## src/atam_pkg.sv

```systemverilog
package atam_pkg;

  // register byte offsets on the 32-bit bus
  localparam logic [7:0] OFF_ENABLE    = 8'h00;
  localparam logic [7:0] OFF_STATUS    = 8'h04;
  localparam logic [7:0] OFF_SEQ0_LAST = 8'h08;
  localparam logic [7:0] OFF_PRIORITY  = 8'h20;
  localparam logic [7:0] OFF_INITIATE  = 8'h28;
  localparam logic [7:0] OFF_AVG       = 8'h30;
  localparam logic [7:0] OFF_INPUT_SELECT_SLOT0      = 8'h40;

  // geometry
  localparam int NUM_SEQ      = 4;
  localparam int SLOTS        = 8;
  localparam int SLOT_W       = 3;
  localparam int SEL_W        = 2;
  localparam int PRI_W        = 2;
  localparam int EXP_W        = 3;
  localparam int SAMPLE_W     = 10;
  localparam int FIELD_STRIDE = 4;
  localparam int MAX_EXP      = 6;

  // status register field positions
  localparam int ST_PEND_LSB = 0;
  localparam int ST_BUSY_BIT = 4;
  localparam int ST_SEQ_LSB  = 8;
  localparam int ST_SLOT_LSB = 12;

  // reset values
  localparam logic [3:0]  RST_ENABLE   = 4'h0;
  localparam logic [31:0] RST_PRIORITY = 32'h0000_3210;
  localparam logic [2:0]  RST_AVG      = 3'h0;
  localparam logic [31:0] RST_INPUT_SELECT_SLOT0     = 32'h0000_0000;
  localparam logic [2:0]  RST_LAST     = 3'h7;

  // writable-bit masks
  localparam logic [31:0] MASK_PRIORITY = 32'h0000_3333;
  localparam logic [31:0] MASK_INPUT_SELECT_SLOT0     = 32'h3333_3333;

  // bus answers
  localparam logic [1:0] RESP_OKAY   = 2'h0;
  localparam logic [1:0] RESP_SLVERR = 2'h2;

  // sequencing states, gray along idle-start-wait-next
  typedef enum logic [1:0] {
    ST_IDLE  = 2'b00,
    ST_START = 2'b01,
    ST_WAIT  = 2'b11,
    ST_NEXT  = 2'b10
  } atam_state_e;

  // conversion request to the analog converter
  typedef struct packed {
    logic             start;
    logic [SEL_W-1:0] channel;
  } atam_conv_s;

  // averaged result bound for a sequencer fifo
  typedef struct packed {
    logic [1:0]          seq;
    logic [SLOT_W-1:0]   slot;
    logic [SAMPLE_W-1:0] data;
  } atam_result_s;

endpackage : atam_pkg

```

## src/atam_arb.sv

```systemverilog
`timescale 1ns/1ns
module atam_arb #(
  parameter int NUM   = 4,
  parameter int PRI_W = 2
) (
  input  wire logic [NUM-1:0]       request,  // pending triggers
  input  wire logic [NUM*PRI_W-1:0] level,    // per-sequencer level
  output logic                      anyGrant, // a winner exists
  output logic [1:0]                grantIdx  // winning sequencer
);

  generate
    if (NUM > 4 || NUM < 1) begin : g_bad
      $error("atam_arb supports 1 to 4 sequencers");
    end
  endgenerate

  logic [NUM-1:0] wins;

  // a request wins if no other request has a lower level; equal
  // levels are illegal setups, lowest index breaks them anyway
  genvar i, j;
  generate
    for (i = 0; i < NUM; i++) begin : g_cand
      logic [NUM-1:0] beaten;
      for (j = 0; j < NUM; j++) begin : g_vs
        if (j == i) begin : g_self
          assign beaten[j] = 1'b0;
        end else begin : g_other
          wire [PRI_W-1:0] pi = level[i*PRI_W +: PRI_W];
          wire [PRI_W-1:0] pj = level[j*PRI_W +: PRI_W];
          assign beaten[j] = request[j] &&
                             ((pj < pi) || ((pj == pi) && (j < i)));
        end
      end
      assign wins[i] = request[i] && (beaten == '0);
    end
  endgenerate

  // encode the single winner
  always_comb begin
    grantIdx = 2'h0;
    for (int k = 0; k < NUM; k++) begin
      if (wins[k]) begin
        grantIdx = 2'(k);
      end
    end
  end

  assign anyGrant = |request;

endmodule : atam_arb

```

## src/atam_avg.sv

```systemverilog
`timescale 1ns/1ns
module atam_avg #(
  parameter int SAMPLE_W = 10,
  parameter int EXP_W    = 3,
  parameter int MAX_EXP  = 6
) (
  input  wire logic                clk,         // system clock
  input  wire logic                rst_n,       // async reset, low
  input  wire logic [EXP_W-1:0]    exponent,    // log2 of sample count
  input  wire logic                sampleValid, // one conversion done
  input  wire logic [SAMPLE_W-1:0] sampleData,  // conversion value
  output logic                     lastSample,  // next sample closes
  output logic                     resultValid, // one-cycle pulse
  output logic [SAMPLE_W-1:0]      resultData   // averaged value
);

  generate
    if (MAX_EXP >= (1 << EXP_W) || MAX_EXP < 1) begin : g_bad
      $error("atam_avg: MAX_EXP does not fit the exponent field");
    end
  endgenerate

  localparam int ACC_W = SAMPLE_W + MAX_EXP;

  logic [ACC_W-1:0]   acc;
  logic [MAX_EXP-1:0] count;

  wire [MAX_EXP-1:0] countMask = ~({MAX_EXP{1'b1}} << exponent);
  wire [ACC_W-1:0]   sum       = acc + ACC_W'(sampleData);
  wire [ACC_W-1:0]   scaled    = sum >> exponent;
  // with exponent zero the mask is zero: every sample closes at once
  assign lastSample = (count == countMask);

  // accumulate, then divide by the power of two on the closing sample
  always_ff @(posedge clk or negedge rst_n) begin
    if (!rst_n) begin
      acc         <= '0;
      count       <= '0;
      resultValid <= 1'b0;
      resultData  <= '0;
    end else begin
      resultValid <= sampleValid && lastSample;
      if (sampleValid && lastSample) begin
        acc        <= '0;
        count      <= '0;
        resultData <= scaled[SAMPLE_W-1:0];
      end else if (sampleValid) begin
        acc   <= sum;
        count <= count + 1'b1;
      end
    end
  end

endmodule : atam_avg

```

## src/atam_top.sv

```systemverilog
`timescale 1ns/1ns
// Overview of operation
// - initiate bit n starts enabled sequencer n
// - one write may trigger any combination
// - simultaneous triggers run in priority order
// - initiate register write-only, reads harmless
// - result averages two-to-exponent conversions for exponents zero to six; exponent seven sums sixty-four and divides by 128
// - exponent zero passes conversions straight through
// - exponent six averages sixty-four conversions
// - eight two-bit slot selects, stride four
// - sequencer 0 slot k converts input named by select
// - two-bit priority, zero highest, three lowest
module atam_top (
  input  wire logic         clk,        // system clock, 20 MHz
  input  wire logic         rst_n,      // async reset, active low
  // axi4-lite slave
  input  wire logic [7:0]   s_awaddr,   // write address
  input  wire logic         s_awvalid,  // write address valid
  output logic              s_awready,  // write address ready
  input  wire logic [31:0]  s_wdata,    // write data
  input  wire logic [3:0]   s_wstrb,    // write byte strobes
  input  wire logic         s_wvalid,   // write data valid
  output logic              s_wready,   // write data ready
  output logic [1:0]        s_bresp,    // write response
  output logic              s_bvalid,   // write response valid
  input  wire logic         s_bready,   // write response ready
  input  wire logic [7:0]   s_araddr,   // read address
  input  wire logic         s_arvalid,  // read address valid
  output logic              s_arready,  // read address ready
  output logic [31:0]       s_rdata,    // read data
  output logic [1:0]        s_rresp,    // read response
  output logic              s_rvalid,   // read data valid
  input  wire logic         s_rready,   // read data ready
  // analog converter
  output atam_pkg::atam_conv_s convReq, // start pulse and channel
  input  wire logic         convDone,   // conversion finished pulse
  input  wire logic [atam_pkg::SAMPLE_W-1:0] convData, // raw value
  // sequencer fifo side
  output atam_pkg::atam_result_s result, // averaged result
  output logic              resultValid, // one-cycle pulse
  output logic              busy        // a sequence is running
);

  // ---- register state
  logic [atam_pkg::NUM_SEQ-1:0] activeSequencerEnable;
  logic [31:0]                  sequencerPriority;
  logic [atam_pkg::EXP_W-1:0]   averagingExponent;
  logic [31:0]                  seq0InputSelect;
  logic [atam_pkg::SLOT_W-1:0]  seq0LastSlot;
  logic [atam_pkg::NUM_SEQ-1:0] pending;

  // ---- sequencing state
  atam_pkg::atam_state_e        state;
  atam_pkg::atam_state_e        next_state;
  logic [1:0]                   curSeq;
  logic [atam_pkg::SLOT_W-1:0]  curSlot;
  logic [atam_pkg::EXP_W-1:0]   curExp;

  // ---- write channel holding registers
  logic        awHeld;
  logic [7:0]  awAddr;
  logic        wHeld;
  logic [31:0] wData;
  logic [3:0]  wStrb;

  // ---- write path
  // address and data may arrive in either order; each is held
  // until both are present and no response is still outstanding
  assign s_awready = !awHeld;
  assign s_wready  = !wHeld;

  wire awTake   = s_awvalid && s_awready;
  wire wTake    = s_wvalid && s_wready;
  wire doWrite  = awHeld && wHeld && !s_bvalid;

  wire selEnW   = doWrite && (awAddr == atam_pkg::OFF_ENABLE);
  wire selLastW = doWrite && (awAddr == atam_pkg::OFF_SEQ0_LAST);
  wire selPriW  = doWrite && (awAddr == atam_pkg::OFF_PRIORITY);
  wire selIniW  = doWrite && (awAddr == atam_pkg::OFF_INITIATE);
  wire selAvgW  = doWrite && (awAddr == atam_pkg::OFF_AVG);
  wire selMuxW  = doWrite && (awAddr == atam_pkg::OFF_INPUT_SELECT_SLOT0);
  wire selStW   = doWrite && (awAddr == atam_pkg::OFF_STATUS);
  wire wMapped  = selEnW || selLastW || selPriW || selIniW ||
                  selAvgW || selMuxW || selStW;

  // byte-lane mask built from the strobes
  wire [31:0] laneMask = {{8{wStrb[3]}}, {8{wStrb[2]}},
                          {8{wStrb[1]}}, {8{wStrb[0]}}};

  // merged values for the read/write registers
  wire [31:0] mergedPri = ((sequencerPriority & ~laneMask) |
                           (wData & laneMask)) & atam_pkg::MASK_PRIORITY;
  wire [31:0] mergedMux = ((seq0InputSelect & ~laneMask) |
                           (wData & laneMask)) & atam_pkg::MASK_INPUT_SELECT_SLOT0;

  // trigger bits from one write, any combination at once
  wire [atam_pkg::NUM_SEQ-1:0] trigWrite =
    (selIniW && wStrb[0]) ? wData[atam_pkg::NUM_SEQ-1:0]
                          : '0;

  // a trigger for a disabled sequencer is dropped
  wire [atam_pkg::NUM_SEQ-1:0] trigSet =
    trigWrite & activeSequencerEnable;

  // write address and data capture
  always_ff @(posedge clk or negedge rst_n) begin
    if (!rst_n) begin
      awHeld <= 1'b0;
      awAddr <= 8'h00;
      wHeld  <= 1'b0;
      wData  <= 32'h0000_0000;
      wStrb  <= 4'h0;
    end else begin
      if (awTake) begin
        awHeld <= 1'b1;
        awAddr <= {s_awaddr[7:2], 2'b00};
      end else if (doWrite) begin
        awHeld <= 1'b0;
      end
      if (wTake) begin
        wHeld <= 1'b1;
        wData <= s_wdata;
        wStrb <= s_wstrb;
      end else if (doWrite) begin
        wHeld <= 1'b0;
      end
    end
  end

  // write response; unmapped addresses answer with slave error
  always_ff @(posedge clk or negedge rst_n) begin
    if (!rst_n) begin
      s_bvalid <= 1'b0;
      s_bresp  <= atam_pkg::RESP_OKAY;
    end else if (doWrite) begin
      s_bvalid <= 1'b1;
      s_bresp  <= wMapped ? atam_pkg::RESP_OKAY : atam_pkg::RESP_SLVERR;
    end else if (s_bvalid && s_bready) begin
      s_bvalid <= 1'b0;
    end
  end

  // configuration registers
  always_ff @(posedge clk or negedge rst_n) begin
    if (!rst_n) begin
      activeSequencerEnable <= atam_pkg::RST_ENABLE;
      sequencerPriority     <= atam_pkg::RST_PRIORITY;
      averagingExponent     <= atam_pkg::RST_AVG;
      seq0InputSelect       <= atam_pkg::RST_INPUT_SELECT_SLOT0;
      seq0LastSlot          <= atam_pkg::RST_LAST;
    end else begin
      if (selEnW && wStrb[0]) begin
        activeSequencerEnable <= wData[atam_pkg::NUM_SEQ-1:0];
      end
      if (selLastW && wStrb[0]) begin
        seq0LastSlot <= wData[atam_pkg::SLOT_W-1:0];
      end
      if (selPriW) begin
        sequencerPriority <= mergedPri;
      end
      if (selAvgW && wStrb[0]) begin
        averagingExponent <= wData[atam_pkg::EXP_W-1:0];
      end
      if (selMuxW) begin
        seq0InputSelect <= mergedMux;
      end
    end
  end

  // ---- arbitration among pending sequencers
  logic       anyPending;
  logic [1:0] winner;
  logic [atam_pkg::NUM_SEQ*atam_pkg::PRI_W-1:0] priField;

  atam_arb #(
    .NUM   (atam_pkg::NUM_SEQ),
    .PRI_W (atam_pkg::PRI_W)
  ) u_arb (
    .request  (pending),
    .level    (priField),
    .anyGrant (anyPending),
    .grantIdx (winner)
  );

  // compact the stride-four priority fields into adjacent pairs
  genvar g;
  generate
    for (g = 0; g < atam_pkg::NUM_SEQ; g++) begin : g_pri
      assign priField[g*atam_pkg::PRI_W +: atam_pkg::PRI_W] =
        sequencerPriority[g*atam_pkg::FIELD_STRIDE +: atam_pkg::PRI_W];
    end
  endgenerate

  wire launch  = (state == atam_pkg::ST_IDLE) && anyPending;
  wire [atam_pkg::NUM_SEQ-1:0] grantClr =
    launch ? atam_pkg::NUM_SEQ'(1 << winner) : '0;

  // pending triggers; a new trigger wins over the launch clear
  always_ff @(posedge clk or negedge rst_n) begin
    if (!rst_n) begin
      pending <= '0;
    end else begin
      pending <= (pending & ~grantClr) | trigSet;
    end
  end

  // ---- averaging stage
  logic                          avgLast;
  logic                          avgValid;
  logic [atam_pkg::SAMPLE_W-1:0] avgData;
  wire  sampleIn = (state == atam_pkg::ST_WAIT) && convDone;

  atam_avg #(
    .SAMPLE_W (atam_pkg::SAMPLE_W),
    .EXP_W    (atam_pkg::EXP_W),
    .MAX_EXP  (atam_pkg::MAX_EXP)
  ) u_avg (
    .clk         (clk),
    .rst_n       (rst_n),
    .exponent    (curExp),
    .sampleValid (sampleIn),
    .sampleData  (convData),
    .lastSample  (avgLast),
    .resultValid (avgValid),
    .resultData  (avgData)
  );

  // ---- slot input selection
  // sequencer 0 walks its slot selects from 0 to seq0LastSlot; the others hold one
  // slot and sample the input numbered like the sequencer
  wire [atam_pkg::SEL_W-1:0] slotSel =
    seq0InputSelect[curSlot*atam_pkg::FIELD_STRIDE +: atam_pkg::SEL_W];
  wire [atam_pkg::SEL_W-1:0] chanSel =
    (curSeq == 2'h0) ? slotSel : curSeq;
  wire [atam_pkg::SLOT_W-1:0] lastSlot =
    (curSeq == 2'h0) ? seq0LastSlot : '0;
  wire seqDone = (curSlot == lastSlot);

  // converter request: start is a one-cycle handshake pulse
  assign convReq.start   = (state == atam_pkg::ST_START);
  assign convReq.channel = chanSel;

  // next state
  always_comb begin
    next_state = state;
    case (state)
      atam_pkg::ST_IDLE: begin
        if (anyPending) begin
          next_state = atam_pkg::ST_START;
        end
      end
      atam_pkg::ST_START: begin
        next_state = atam_pkg::ST_WAIT;
      end
      atam_pkg::ST_WAIT: begin
        if (convDone) begin
          // more conversions needed for this average
          next_state = avgLast ? atam_pkg::ST_NEXT
                               : atam_pkg::ST_START;
        end
      end
      atam_pkg::ST_NEXT: begin
        next_state = seqDone ? atam_pkg::ST_IDLE : atam_pkg::ST_START;
      end
      default: begin
        next_state = atam_pkg::ST_IDLE;
      end
    endcase
  end

  // sequence bookkeeping; exponent is frozen per sequence so a
  // register write mid-average cannot corrupt the running sum
  always_ff @(posedge clk or negedge rst_n) begin
    if (!rst_n) begin
      state   <= atam_pkg::ST_IDLE;
      curSeq  <= 2'h0;
      curSlot <= '0;
      curExp  <= atam_pkg::RST_AVG;
    end else begin
      state <= next_state;
      if (launch) begin
        curSeq  <= winner;
        curSlot <= '0;
        curExp  <= averagingExponent;
      end else if (state == atam_pkg::ST_NEXT && !seqDone) begin
        curSlot <= curSlot + 1'b1;
      end
    end
  end

  // result register toward the sequencer fifo
  always_ff @(posedge clk or negedge rst_n) begin
    if (!rst_n) begin
      result      <= '0;
      resultValid <= 1'b0;
    end else begin
      resultValid <= avgValid;
      if (avgValid) begin
        result.seq  <= curSeq;
        result.slot <= curSlot;
        result.data <= avgData;
      end
    end
  end

  assign busy = (state != atam_pkg::ST_IDLE);

  // ---- read path
  wire [31:0] statusWord =
    (32'(pending) << atam_pkg::ST_PEND_LSB) |
    (32'(busy)    << atam_pkg::ST_BUSY_BIT) |
    (32'(curSeq)  << atam_pkg::ST_SEQ_LSB)  |
    (32'(curSlot) << atam_pkg::ST_SLOT_LSB);

  wire [7:0] rAddr = {s_araddr[7:2], 2'b00};
  logic [31:0] readWord;
  logic        readOk;

  // read decode; initiate reads zero with no side effect
  always_comb begin
    readWord = 32'h0000_0000;
    readOk   = 1'b1;
    case (rAddr)
      atam_pkg::OFF_ENABLE:    readWord = 32'(activeSequencerEnable);
      atam_pkg::OFF_STATUS:    readWord = statusWord;
      atam_pkg::OFF_SEQ0_LAST: readWord = 32'(seq0LastSlot);
      atam_pkg::OFF_PRIORITY:  readWord = sequencerPriority;
      atam_pkg::OFF_INITIATE:  readWord = 32'h0000_0000;
      atam_pkg::OFF_AVG:       readWord = 32'(averagingExponent);
      atam_pkg::OFF_INPUT_SELECT_SLOT0:      readWord = seq0InputSelect;
      default:                 readOk   = 1'b0;
    endcase
  end

  assign s_arready = !s_rvalid;

  // read data is registered one cycle after the address is taken
  always_ff @(posedge clk or negedge rst_n) begin
    if (!rst_n) begin
      s_rvalid <= 1'b0;
      s_rdata  <= 32'h0000_0000;
      s_rresp  <= atam_pkg::RESP_OKAY;
    end else if (s_arvalid && s_arready) begin
      s_rvalid <= 1'b1;
      s_rdata  <= readWord;
      s_rresp  <= readOk ? atam_pkg::RESP_OKAY : atam_pkg::RESP_SLVERR;
    end else if (s_rvalid && s_rready) begin
      s_rvalid <= 1'b0;
    end
  end

endmodule : atam_top

```

## config.mk

```make
export PLATFORM = sky130hd
export DESIGN_NAME = atam_top
export DESIGN_NICKNAME = d
export VERILOG_FILES = /design/src/atam_pkg.sv /design/src/atam_arb.sv /design/src/atam_avg.sv /design/src/atam_top.sv
export SDC_FILE = /design/constraint.sdc
export NUM_CORES = 1
export LEC_CHECK = 0
export ABC_AREA = 1
export BUFFER_PORTS_ARGS = -buffer_cell sky130_fd_sc_hd__buf_2
export CORE_UTILIZATION = 45
export CTS_CLUSTER_DIAMETER = 120
export DETAILED_ROUTE_END_ITERATION = 12
export PLACE_DENSITY = 0.68
export SLEW_MARGIN = 40
export SYNTH_ARGS = -nofsm -noshare
export SYNTH_HDL_FRONTEND = slang
export SYNTH_SLANG_ARGS = --single-unit
```

## constraint.sdc

```tcl
create_clock -name clk -period 2.1 [get_ports clk]
set_clock_uncertainty 0.1 [all_clocks]
set_input_delay 0.42 -clock clk [delete_from_list [all_inputs] [get_ports clk]]
set_output_delay 0.42 -clock clk [all_outputs]
set_load 0.02 [all_outputs]
```

==> results.tsv <==
stage	metric	value	unit
outcome	status	finished with violations	
outcome	failing checks	setup timing	
power_and_ir_drop	Power, Total	13.63	mW
timing	period utilization	106.9	%
power_and_ir_drop	leakage	5.174	nW
layout	ant diodes	0	
clocking	TritonCTS clock tree	built	
route	DRT Pass-1 Iters	5	
setup_path	most frequent CP cell	o21ai_1	
setup_path	Startpoint Class	flop	
clocking	CTS Buf Count	17	
setup_path	Crit. End Element	primary output	
layout	most common cell after layout, fill and taps aside	nand2_1	
timing	Slew @ Worst Pin	555.6	ps
route	DRC Markers	0	
timing	final setup fails	10	
route	Post-Route WL	21350	um
grt	number of global-route vias before repair	7014	
worst_hold_path	Hold Crit Class	input pin to flop	
setup_path	WP buf/inv	2	
yosys	Synth Warn #	0	
layout	fin area	10360	um2
clocking	clk_lat worst skew	430	ps
job	Max Cap Viol	0	
floorplan	core area	17480	um2
yosys	Yosys reg bits	150	
grt	initial antenna violation count	0	
clocking	CTS Sinks	150	
setup_path	RR Startpoint	u_avg.acc[1]$_DFFE_PN0P_	
setup_path	worst-path fanout max	5	
route	Via Count	7431	
setup_path	delay-heaviest family, CP	compound AO/OA/AOI/OAI gates	
yosys	post-synthesis sequential area ratio	46.09	%
yosys	Post-synth top flop	dfrtp_1	
grt	GRT Util Overall	23.73	%
floorplan	IO Count	131	
timing	Max transition margin	62.87	%
place	GP Congestion	0.9209	
yosys	Post-Syn Area	8163	um2
grt	maximum number of pins on one net before global-route repair	50	
worst_hold_path	min-delay src	s_bready	
timing	max-slew violation count	0	
setup_path	Worst Path Arrival	1720	ps
setup_path	Slowest cell on crit path	dfrtp_1	
timing	RSZ-0062 raised after global routing	yes	
timing	Max Freq	445.5	MHz
setup_path	critical path class	flop to primary output	
place	port bufs	97	
floorplan	die height	136.7	um
layout	share of cells above drive strength 1	27.89	%
route	Initial DRC Count	508	
yosys	Avg Inst Size Synth	8.066	um2
timing	Tmin final	2245	ps
clocking	number of H-tree levels	4	
route	wire length per cell	15.05	um
clocking	Max clock buf depth	2	
timing	Setup TNS Final	-488.7	ps
grt	total grt overflow	0	
setup_path	crit-path max cell delay	440	ps
setup_path	Worst Setup SP	curSlot[0]$_DFFE_PN0P_	
place	post-place instance area	9310	um2
clocking	CTS clock-pin slew for the worst setup and hold paths	70	ps
yosys	Yosys cell types	52	
setup_path	CP Cell Sequence	buf_6 > a21oi_2 > o21ai_1 > o21ai_1 > o21ai_1 > o21ai_1 > buf_4	
grt	wire length of the first global-routing pass	34160	um
layout	Final Instance Count excl. Fillers	1419	
route	Final ANT Viol Nets	0	
setup_path	Critical Path RT	1580	ps
layout	Final nets	1276	
floorplan	die area	18680	um2
timing	post-route setup slack	-144.6	ps
place	post-DP HPWL	15530	um
place	Post-Place Worst Slack	-240.4	ps
place	placed insts	1375	
route	vias per std cell	5.237	
layout	most frequent cells in the layout	nand2_1, dfrtp_1, inv_1	
power_and_ir_drop	Pwr Density	1316	nW/um2
clocking	Root Buffer	clkbuf_16	
floorplan	row cnt	48	
floorplan	Initial Utilization	46.71	%
yosys	async set-reset flop share out of synthesis	100.0	%
yosys	Post-synth EDFFs	0	
yosys	Cells after Synth	1012	
timing	Fin. Hold Viols	0	
layout	Area Growth Syn to Fin	26.93	%
floorplan	Die W	136.7	um
power_and_ir_drop	peak supply drop	788.0	uV
power breakdown:
part	internal, mW	switching (mW)
combinational	2.58	3.44
sequential	3.86	0.729
clock	1.68	1.34
through the flow:
| step | util (%) | hold slack (ps) |
|---|---|---|
| 6_report | 59.29 | 57.55 |
| 5_1_grt | 59.29 | 69.69 |
| 4_1_cts | 57.73 | 41.95 |
| 3_5_place_dp | 53.27 | 267.1 |
| 3_3_place_gp | 53.27 | 262.9 |
| 2_1_floorplan | - | 24.41 |
cells by family after synthesis:
group	Yosys count	share of synthesized area, %
compound gates	186	12.91
xor+xnor	10	1.073
mux	23	3.173
buf+inv	162	8.691
other cells	1	0.04594
simple gates	455	24.10
flops	150	46.09
fa+ha+maj	25	3.924
per-layer routing:
metal | vias up | global-route usage (%) | part of all wire (%)
li1 | 3654 | - | -
met1 | 3532 | 29.46 | 43
met2 | 207 | 40.27 | 50
met3 | 38 | 4.259 | 4.2
met4 | 0 | 10.43 | 2.7
met5 | - | 0 | 0
repair_timing:
action,CTS,global route
gates resized for setup,43,52
pin swaps,21,13
endpoints found under the hold margin,35,0
setup buffers,7,3
cloned,1,0
setup endpoints to repair,12,19
hold buffers,1,0
worst paths after layout:
path | to | slack, ps | cells past startpoint
worst min register to register | u_avg.resultData[3]$_DFFE_PN0P_ | 370 | 2
max in group asynchronous | async pin | 870 | 3
min in group asynchronous | u_avg.acc[9]$_DFFE_PN0P_ | 380 | 2
worst max register to register | u_avg.resultData[5]$_DFFE_PN0P_ | -80 | 15
worst max-delay path | convReq[0] | -140 | 7
worst min-delay path | s_bvalid$_DFFE_PN0P_ | 60 | 2
layout make-up:
cell class / count / area, um2
clock buffers: 17 / 425.4
inverters: 124 / 473.0
well taps: 225 / 281.5
repair buffers: 174 / 1134
fillers: 1512 / 7116
multi-input cells: 714 / 4124
flip-flops and latches: 150 / 3764
clock inverters: 15 / 160.2
cell usage after synthesis, drive strengths merged, types with 2 or more instances:
library cell    n  area (um2)
and2            2       12.51
clkinv          2       12.51
a221oi          2       17.52
nor2           89       366.6
nand3b          3       22.52
o31ai           9       67.56
clkbuf         15       56.30
nor4            2       12.51
nand4          12       75.07
xor2            7       61.31
dfrtp         143        3578
o21ai          93       469.2
a22o            2       17.52
mux2           23       259.0
a31oi           6       37.54
a21oi          49       245.2
nor3            7       40.04
ha             24       300.3
nand3          93       480.5
dfstp           7       183.9
or2             7       43.79
o211ai          3       22.52
o21bai          4       30.03
xnor2           3       26.28
a21boi          4       30.02
nand2         239       907.1
a2bb2oi         3       38.79
inv           122       457.9
buf            23       182.7
o22ai           7       43.79
Note: power is estimated with default switching activity, not from simulation.
